### src/rtl/srs_defines.vh
/*
 Constants of the speed reference shaper: timing counts, key hold times,
 soft start mode field positions and codes, auto-zero averaging depth.
 Assumes inclusion by bare name from the shaper's design files.
*/
`ifndef SRS_DEFINES_VH
`define SRS_DEFINES_VH

// ----------------------------------------------------------------------
// Timing
// ----------------------------------------------------------------------
`define SRS_CLK_NS 5
`define SRS_MS_NS 1000000
`define SRS_MS_CYCLES ((`SRS_MS_NS) / (`SRS_CLK_NS))
`define SRS_HOLD_MS 1000
`define SRS_FLASH_MS 250
`define SRS_RAMP_RPM 1000

// ----------------------------------------------------------------------
// Soft start mode word, one hex digit per field
// ----------------------------------------------------------------------
`define SRS_PROF_POS 0
`define SRS_ORDER_POS 1
`define SRS_RATIO_POS 2
`define SRS_PROF_TRAP 4'h0
`define SRS_PROF_SCURVE 4'h1
`define SRS_PROF_FILT 4'h2
`define SRS_ORDER_FIRST 4'h0

// ----------------------------------------------------------------------
// Auto-zero and lag filters
// ----------------------------------------------------------------------
`define SRS_ZERO_SHIFT 4
`define SRS_LAG_FB 16
`define SRS_LAG_SH 8

`endif

### src/rtl/srs_lag.v
/*
 First-order lag stage: output approaches the input with a time
 constant given in milliseconds; zero time constant passes through.
 Assumes a free-running mclk and a synchronous active-high reset.
*/
`timescale 1ns/1ps
`include "srs_defines.vh"

module srs_lag #(
    parameter W = 16,
    parameter MS_CYCLES = `SRS_MS_CYCLES
) (
    input wire mclk,
    input wire srst,
    input wire signed [W-1:0] x,
    input wire [13:0] tau_ms,
    output wire signed [W-1:0] y
);

localparam FB = `SRS_LAG_FB;
localparam SH = `SRS_LAG_SH;
localparam [31:0] MSC = MS_CYCLES;

reg signed [W+FB-1:0] acc_q;
reg [31:0] cnt_q;
wire [63:0] span;
wire [63:0] span_sh;
wire [31:0] interval;
wire signed [W+FB:0] diff;
wire signed [W+FB:0] step;
wire signed [W+FB:0] acc_n;

// ----------------------------------------------------------------------
// Update interval is tau / 2^SH, so 2^SH updates make one time constant
// ----------------------------------------------------------------------
assign span = {50'h0, tau_ms} * {32'h0, MSC};
assign span_sh = span >> SH;
assign interval = span_sh[31:0];
assign diff = {x[W-1], x, {FB{1'b0}}} - {acc_q[W+FB-1], acc_q};
assign step = diff >>> SH;
assign acc_n = {acc_q[W+FB-1], acc_q} + step;
assign y = acc_q[W+FB-1:FB];

always @(posedge mclk)
begin
    if (srst)
    begin
        acc_q <= {(W+FB){1'b0}};
        cnt_q <= 32'h0;
    end
    else if (tau_ms == 14'h0)
    begin
        acc_q <= {x, {FB{1'b0}}};
        cnt_q <= 32'h0;
    end
    else if (cnt_q + 32'h1 >= interval)
    begin
        acc_q <= acc_n[W+FB-1:0];
        cnt_q <= 32'h0;
    end
    else
    begin
        cnt_q <= cnt_q + 32'h1;
    end
end

endmodule // srs_lag

### src/rtl/srs_top.v
/*
 Speed reference shaper: offset removal (automatic zeroing and manual
 editing from the panel keys) and soft start shaping of the reference.
 Assumes keys and samples synchronous to mclk; key inputs are levels.
*/
`timescale 1ns/1ps
`include "srs_defines.vh"

// Overview of operation
// - Auto-zero measures input offset at 0 V and compensates by it.
// - Auto-zero result is kept and is editable in manual offset editing.
// - Flashing done shown while zeroing, then back to offset screen.
// - Editing entered after set held one second; shows current offset.
// - Up and down keys step the edited offset while editing.
// - Offset saved on one-second set hold; short press returns to function.
// - Soft start turns a reference step into bounded acceleration.
// - Mode low digit: 0 trapezoid, 1 S-curve, 2 filter.
// - Acceleration time is milliseconds from standstill to 1000 r/min.
// - Deceleration time is milliseconds from 1000 r/min to standstill.
// - Zero soft start times pass the reference through unchanged.
// - Mode third digit sets S-curve rounding, 0 near-linear to 3 high.
// - S-curve rise time sets the rounded corner duration.
// - Mode second digit: 0 first-order filter, 1 second-order filter.
// - After one filter time constant 36.8 percent of a step remains in first order.
module srs_top #(
    parameter W = 16,
    parameter MS_CYCLES = `SRS_MS_CYCLES
) (
    input wire mclk,
    input wire srst,
    input wire signed [W-1:0] ref_sample,
    input wire sample_valid,
    input wire fn_manual_sel,
    input wire key_mode,
    input wire key_set,
    input wire key_up,
    input wire key_down,
    input wire [15:0] soft_mode,
    input wire [13:0] accel_ms,
    input wire [13:0] decel_ms,
    input wire [13:0] scurve_ms,
    input wire [13:0] filter_ms,
    output reg signed [W-1:0] speed_ref_q,
    output reg signed [W-1:0] offset_q,
    output reg signed [W-1:0] edit_val_q,
    output reg [2:0] screen_q,
    output reg zero_busy_q,
    output reg done_flash_q
);

localparam [2:0] S_FUNC = 3'h0;
localparam [2:0] S_AUTO = 3'h1;
localparam [2:0] S_ZERO = 3'h2;
localparam [2:0] S_MANUAL = 3'h3;
localparam [2:0] S_EDIT = 3'h4;
localparam ZS = `SRS_ZERO_SHIFT;
localparam [31:0] MSC = MS_CYCLES;
localparam [31:0] RPM = `SRS_RAMP_RPM;
localparam [10:0] HOLD = `SRS_HOLD_MS;
localparam [8:0] FLASH = `SRS_FLASH_MS;
localparam signed [W-1:0] SMAX = {1'b0, {(W-1){1'b1}}};
localparam signed [W-1:0] SMIN = {1'b1, {(W-1){1'b0}}};

function [3:0] digit;
    input [15:0] word;
    input integer pos;
    begin
        digit = word[pos*4 +: 4];
    end
endfunction

// ----------------------------------------------------------------------
// Key edges and set-key hold timing
// ----------------------------------------------------------------------
reg set_d_q, up_d_q, dn_d_q, mode_d_q;
reg [31:0] hold_cyc_q;
reg [10:0] hold_ms_q;
reg [31:0] fl_cyc_q;
reg [8:0] fl_ms_q;
wire set_rise = key_set & ~set_d_q;
wire set_fall = ~key_set & set_d_q;
wire up_rise = key_up & ~up_d_q;
wire dn_rise = key_down & ~dn_d_q;
wire mode_rise = key_mode & ~mode_d_q;
wire long_press = (hold_ms_q >= HOLD);

always @(posedge mclk)
begin
    if (srst)
    begin
        set_d_q <= 1'b0;
        up_d_q <= 1'b0;
        dn_d_q <= 1'b0;
        mode_d_q <= 1'b0;
        hold_cyc_q <= 32'h0;
        hold_ms_q <= 11'h0;
    end
    else
    begin
        set_d_q <= key_set;
        up_d_q <= key_up;
        dn_d_q <= key_down;
        mode_d_q <= key_mode;
        // Timer restarts at press, so a long press is a true full second
        if (set_rise)
        begin
            hold_cyc_q <= 32'h0;
            hold_ms_q <= 11'h0;
        end
        else if (key_set && !long_press)
        begin
            if (hold_cyc_q + 32'h1 >= MSC)
            begin
                hold_cyc_q <= 32'h0;
                hold_ms_q <= hold_ms_q + 11'h1;
            end
            else
            begin
                hold_cyc_q <= hold_cyc_q + 32'h1;
            end
        end
    end
end

// ----------------------------------------------------------------------
// Panel screens, auto-zero and offset editing
// ----------------------------------------------------------------------
reg [ZS:0] zcnt_q;
reg signed [W+ZS-1:0] zsum_q;
wire signed [W+ZS-1:0] zsum_n = zsum_q + {{ZS{ref_sample[W-1]}}, ref_sample};

always @(posedge mclk)
begin
    if (srst)
    begin
        screen_q <= S_FUNC;
        offset_q <= {W{1'b0}};
        edit_val_q <= {W{1'b0}};
        zero_busy_q <= 1'b0;
        done_flash_q <= 1'b0;
        zcnt_q <= {(ZS+1){1'b0}};
        zsum_q <= {(W+ZS){1'b0}};
        fl_cyc_q <= 32'h0;
        fl_ms_q <= 9'h0;
    end
    else
    begin
        case (screen_q)
            S_FUNC:
            begin
                if (set_fall)
                    screen_q <= fn_manual_sel ? S_MANUAL : S_AUTO;
            end
            S_AUTO:
            begin
                if (mode_rise)
                begin
                    screen_q <= S_ZERO;
                    zero_busy_q <= 1'b1;
                    done_flash_q <= 1'b1;
                    zcnt_q <= {(ZS+1){1'b0}};
                    zsum_q <= {(W+ZS){1'b0}};
                    fl_cyc_q <= 32'h0;
                    fl_ms_q <= 9'h0;
                end
                else if (set_fall)
                    screen_q <= S_FUNC;
            end
            S_ZERO:
            begin
                if (fl_cyc_q + 32'h1 >= MSC)
                begin
                    fl_cyc_q <= 32'h0;
                    if (fl_ms_q + 9'h1 >= FLASH)
                    begin
                        fl_ms_q <= 9'h0;
                        done_flash_q <= ~done_flash_q;
                    end
                    else
                        fl_ms_q <= fl_ms_q + 9'h1;
                end
                else
                    fl_cyc_q <= fl_cyc_q + 32'h1;
                if (zcnt_q[ZS])
                begin
                    offset_q <= zsum_q[W+ZS-1:ZS];
                    zero_busy_q <= 1'b0;
                    done_flash_q <= 1'b0;
                    screen_q <= S_AUTO;
                end
                else if (sample_valid)
                begin
                    zsum_q <= zsum_n;
                    zcnt_q <= zcnt_q + {{ZS{1'b0}}, 1'b1};
                end
            end
            S_MANUAL:
            begin
                if (set_fall)
                begin
                    if (long_press)
                    begin
                        edit_val_q <= offset_q;
                        screen_q <= S_EDIT;
                    end
                    else
                        screen_q <= S_FUNC;
                end
            end
            S_EDIT:
            begin
                if (set_fall)
                begin
                    if (long_press)
                    begin
                        offset_q <= edit_val_q;
                        screen_q <= S_MANUAL;
                    end
                    else
                        screen_q <= S_FUNC;
                end
                else if (up_rise && !dn_rise && edit_val_q != SMAX)
                    edit_val_q <= edit_val_q + {{(W-1){1'b0}}, 1'b1};
                else if (dn_rise && !up_rise && edit_val_q != SMIN)
                    edit_val_q <= edit_val_q - {{(W-1){1'b0}}, 1'b1};
            end
            default:
                screen_q <= S_FUNC;
        endcase
    end
end

// ----------------------------------------------------------------------
// Offset removal
// ----------------------------------------------------------------------
reg signed [W-1:0] ref_q;
wire signed [W:0] ref_diff = {ref_sample[W-1], ref_sample} - {offset_q[W-1], offset_q};

always @(posedge mclk)
begin
    if (srst)
        ref_q <= {W{1'b0}};
    else if (sample_valid)
    begin
        if (ref_diff[W] != ref_diff[W-1])
            ref_q <= ref_diff[W] ? SMIN : SMAX;
        else
            ref_q <= ref_diff[W-1:0];
    end
end

// ----------------------------------------------------------------------
// Trapezoid ramp: one r/min step each time the error crosses T * ms
// ----------------------------------------------------------------------
reg signed [W-1:0] ramp_q;
reg [31:0] err_q;
wire ramp_up = (ref_q > ramp_q);
wire accel = ramp_up ? (ramp_q >= 0) : (ramp_q <= 0);
wire [13:0] ramp_t = accel ? accel_ms : decel_ms;
wire [63:0] thr_w = {50'h0, ramp_t} * {32'h0, MSC};
wire [31:0] thr = thr_w[31:0];
wire [31:0] err_n = err_q + RPM;

always @(posedge mclk)
begin
    if (srst)
    begin
        ramp_q <= {W{1'b0}};
        err_q <= 32'h0;
    end
    else if (ramp_q == ref_q)
        err_q <= 32'h0;
    else if (ramp_t == 14'h0)
    begin
        ramp_q <= ref_q;
        err_q <= 32'h0;
    end
    // Slope of 1000 r/min per T
    else if (err_n >= thr)
    begin
        err_q <= err_n - thr;
        ramp_q <= ramp_up ? ramp_q + {{(W-1){1'b0}}, 1'b1}
                          : ramp_q - {{(W-1){1'b0}}, 1'b1};
    end
    else
        err_q <= err_n;
end

// ----------------------------------------------------------------------
// Rounding and filter stages
// ----------------------------------------------------------------------
// Ratio scales the rise time in quarters
wire [15:0] sc_prod = scurve_ms * digit(soft_mode, `SRS_RATIO_POS);
wire [13:0] sc_tau = sc_prod[15:2];
wire signed [W-1:0] scurve_y;
wire signed [W-1:0] filt1_y;
wire signed [W-1:0] filt2_y;

// Rounded corners from the rise time
srs_lag #(.W(W), .MS_CYCLES(MS_CYCLES)) u_round (
    .mclk(mclk),
    .srst(srst),
    .x(ramp_q),
    .tau_ms(sc_tau),
    .y(scurve_y)
);

srs_lag #(.W(W), .MS_CYCLES(MS_CYCLES)) u_filt1 (
    .mclk(mclk),
    .srst(srst),
    .x(ref_q),
    .tau_ms(filter_ms),
    .y(filt1_y)
);

// Second order is two equal lags in cascade
srs_lag #(.W(W), .MS_CYCLES(MS_CYCLES)) u_filt2 (
    .mclk(mclk),
    .srst(srst),
    .x(filt1_y),
    .tau_ms(filter_ms),
    .y(filt2_y)
);

// ----------------------------------------------------------------------
// Profile select
// ----------------------------------------------------------------------
always @(posedge mclk)
begin
    if (srst)
        speed_ref_q <= {W{1'b0}};
    else
    begin
        // Shaped reference out, profile by low digit
        case (digit(soft_mode, `SRS_PROF_POS))
            `SRS_PROF_TRAP: speed_ref_q <= ramp_q;
            `SRS_PROF_SCURVE: speed_ref_q <= scurve_y;
            `SRS_PROF_FILT: speed_ref_q <=
                (digit(soft_mode, `SRS_ORDER_POS) == `SRS_ORDER_FIRST) ? filt1_y : filt2_y;
            default: speed_ref_q <= ref_q;
        endcase
    end
end

endmodule // srs_top

### config.mk
export PLATFORM = sky130hd
export DESIGN_NAME = srs_top
export DESIGN_NICKNAME = d
export VERILOG_FILES = /design/src/rtl/srs_lag.v /design/src/rtl/srs_top.v
export VERILOG_INCLUDE_DIRS = /design/src /design/src/rtl
export SDC_FILE = /design/constraint.sdc
export NUM_CORES = 2
export LEC_CHECK = 0
export ABC_AREA = 1
export BUFFER_PORTS_ARGS = -buffer_cell sky130_fd_sc_hd__clkbuf_2
export CAP_MARGIN = 20
export CORE_MARGIN = 4
export CORE_UTILIZATION = 66
export CTS_BUF_LIST = sky130_fd_sc_hd__clkbuf_2 sky130_fd_sc_hd__clkbuf_4 sky130_fd_sc_hd__clkbuf_8
export CTS_CLUSTER_DIAMETER = 30
export CTS_CLUSTER_SIZE = 16
export DETAILED_ROUTE_END_ITERATION = 10
export PLACE_DENSITY = 0.86
export SYNTH_ARGS = -nofsm -noshare
export SYNTH_HDL_FRONTEND = slang
export SYNTH_SLANG_ARGS = --single-unit
### constraint.sdc
create_clock -name mclk -period 10.5 [get_ports mclk]
set_input_delay 1.05 -clock mclk [delete_from_list [all_inputs] [get_ports mclk]]
set_output_delay 1.05 -clock mclk [all_outputs]
set_load 0.02 [all_outputs]
==> reports/summary.md <==
## Route
* **vias per inst** 5.627
* **aggregate routed wire length** 131.2 mm
* **Routed wire per std cell** 15.32 um
* **total iterations of the first detailed-routing run** 6
* **DRC violations left** 0
* **routed via count** 48,184
* **antenna-violating nets left** 0
* **number of DRC markers after the initial detailed-route iteration** 3,945

## Setup path
* **largest fanout on the critical path** 28
* **cell with the largest stage delay on the worst path** fa_1
* **arrival time worst endpoint** 10,210 ps
* **worst r2r dst** ramp_q[2]
* **worst reg-to-reg path cell count** 47
* **R2R Setup Slk** 890 ps
* **most frequent CP cell** nand2_1
* **worst path required time** 11,100 ps
* **R2R Path Start** ramp_q[13]
* **endpoint class of the critical path** register
* **delay of the slowest cell on the worst path** 540 ps
* **Crit Path Class** reg2reg
* **Worst setup SP type** register

## Placed design
* **weighted congestion at the end of routability-driven global placement** 0.9785
* **IO buf count** 144
* **post-place setup slack** 311.7 ps
* **post-detailed-placement half-perimeter wirelength** 104.3 mm

## CTS
* **TritonCTS clock tree** built
* **clock transition at the register clock pins on the worst setup and hold paths after CTS** 70 ps
* **Max clock buf depth** 3
* **hold bufs inserted after CTS** 0
* **clock latency at the later pin of the worst-skew pair** 740 ps
* **clock buffers created by TritonCTS** 104
* **CTS HTree Levels** 3
* **clock tree root driver cell** clkbuf_8
* **clock sink count** 419

## Yosys
* **flop and latch count out of synthesis** 419
* **warning count from the yosys run** 0
* **post-synthesis instance area** 47,600 sq um
* **leading area contributor after synthesis** dfxtp_1
* **list of most frequent post-synthesis cells** nand2_1, inv_1, nor2_1, ha_1, a21oi_1
* **library cells used by synthesis** 58
* **cell with the most instances after synthesis** nand2_1
* **top flip-flop cell by instance count after synthesis** dfxtp_1
* **area share of the largest cell type after synthesis** 17.62%
* **number of standard cells after synthesis** 7,340
* **main area contributors after synthesis** dfxtp_1, ha_1, nand2_1
* **sequential share of the synthesized area** 17.62%
* **Avg Cell Area, Syn** 6.485 sq um
* **number of synthesized flops with an enable pin** 0
* **share of synthesized registers carrying an async set or reset** 0%

## STA
* **Final setup viols** 0
* **final hold violation count** 0
* **setup ws final** 893.9 ps
* **unrepaired setup endpoints after global routing** false
* **shortest clock period the worst path allows after layout** 9606 ps
* **measured slew at the worst slew-check pin** 1038 ps
* **setup_tns** 0 ps
* **worst slew margin relative to its limit** 30.35%
* **post-route clock period utilization** 91.49%
* **Max Transition Viols Final** 0
* **Fmax** 104.1 MHz
* **clk_skew** 44.97 ps

## Floorplanning
* **starting density of the core** 66.59%
* **height of the die** 276.6 um
* **Cell Rows** 98
* **overall die width** 276.6 um
* **Die Footprint** 76,480 sq um
* **number of top-level design ports** 149
* **Core Box Area** 71,490 sq um

## Global routing
* **vias in the first global route** 46,046
* **maximum number of pins on one net before global-route repair** 88
* **Overflow after GRT** 0
* **Overall Global Routing Usage** 33.00%
* **antenna violations before repair** 3
* **global-route wire length before repair** 216.3 mm

## Finish
* **Syn-to-layout area delta** 9.163%
* **Final nets** 8,399
* **number of fill cells in the layout** 6,141
* **layout cell share with drive strength beyond 1** 6.425%

## Worst hold path
* **origin of the worst min-delay path** hold_ms_q[10]
* **cell count of the worst hold path** 2
* **Hold Path Sink** hold_ms_q[10]
* **worst hold-check path type** reg2reg

## Run
* **number of max-capacitance violations reported** 0

## Status
* **status** completed

## state kept, by name (all words and copies together), names as in the netlist, 3 cells and up
signal / flops
edit_val_q: 16
err_q: 29
fl_cyc_q: 32
fl_ms_q: 9
hold_cyc_q: 32
hold_ms_q: 11
offset_q: 16
ramp_q: 16
ref_q: 16
screen_q: 3
speed_ref_q: 16
u_filt1.acc_q: 32
u_filt1.cnt_q: 32
u_filt2.acc_q: 32
u_filt2.cnt_q: 32
u_round.acc_q: 32
u_round.cnt_q: 32
zcnt_q: 5
zsum_q: 20
## critical path: cells and delay by family, from the launching register on
| kind | cells | cell delay (ps) |
|---|---|---|
| adder cells (fa/ha/maj) | 8 | 3140 |
| AND/OR/NAND/NOR | 22 | 3070 |
| buffers and inverters | 11 | 1640 |
| AO/OA/AOI/OAI | 6 | 1080 |
| flip-flops | 1 | 530 |
## area by class of cell
class                      instances  area [sq um]  area share, %
timing repair buffer             172         977.2          1.881
antenna                            2         5.005       0.009632
clock buffer                     124          1663          3.200
clock inverter                    74         957.2          1.842
inverter                        1173          4405          8.478
multi-input combinational       5649         34380          66.15
sequential                       419          8391          16.15
tap                              950          1189          2.288
## how the worst max path moves through the flow
| stage | startpoint | to |
|---|---|---|
| 2_1_floorplan | soft_mode[11] | u_round.acc_q[24] |
| 3_3_place_gp | soft_mode[11] | u_round.acc_q[16] |
| 3_5_place_dp | soft_mode[11] | u_round.acc_q[28] |
| 4_1_cts | ramp_q[5] | ramp_q[2] |
| 5_1_grt | ramp_q[11] | ramp_q[9] |
| 6_report | ramp_q[13] | ramp_q[2] |
## per-stage QoR
step | hold WS (ps) | instances | utilization, % | area [sq um]
2_1_floorplan | 416.0 | 7363 | - | 47690
3_3_place_gp | 425.0 | 8361 | 68.93 | 49280
3_5_place_dp | 432.0 | 8361 | 68.93 | 49280
4_1_cts | 442.0 | 8559 | 72.60 | 51900
5_1_grt | 467.0 | 8563 | 72.69 | 51960
6_report | 440.1 | 8563 | 72.69 | 51960
## cells by family after synthesis
group                    count (synthesis)  synth area share [%]
XOR/XNOR                               356                 6.550
other                                    1              0.007878
adder cells (fa/ha/maj)                784                 22.80
AO/OA/AOI/OAI                         1163                 13.26
AND/OR/NAND/NOR                       3321                 29.36
flip-flops                             419                 17.62
buffers and inverters                 1295                 10.38
multiplexers                             1               0.02366
## what timing repair did
action	4_1_cts	5_1_grt
resized for setup	0	3
setup buffers	0	0
setup endpoints to repair	0	10
## layer usage
layer / wire length, um / up-vias / GRT usage, %
met5: 0 / - / 0
met1: 55820 / 21950 / 41.51
met3: 8315 / 408 / 4.475
met4: 5776 / 0 / 14.31
li1: - / 24165 / -
met2: 61300 / 1661 / 56.73
## layout by cell type (no fill, tap or decap), drive strengths merged, types with 25 or more instances in the layout
cell / Yosys / final
ha: 645 / 645
inv: 1169 / 1198
fa: 139 / 139
o21bai: 29 / 29
o21ai: 382 / 382
nand2: 1739 / 1739
nor2: 835 / 835
xnor2: 136 / 136
nor3: 131 / 131
o211ai: 25 / 25
a21o: 35 / 35
nand3: 398 / 398
xor2: 220 / 220
nand3b: 33 / 33
or2: 26 / 26
a21oi: 587 / 587
buf: 35 / 29
clkbuf: 87 / 267
nand4: 105 / 105
a31oi: 42 / 42
nor4: 26 / 26
dfxtp: 419 / 419
Power is left out: the tool's default activity adds up to more than one toggle a clock period on the data nets, which glitch-free logic cannot reach.
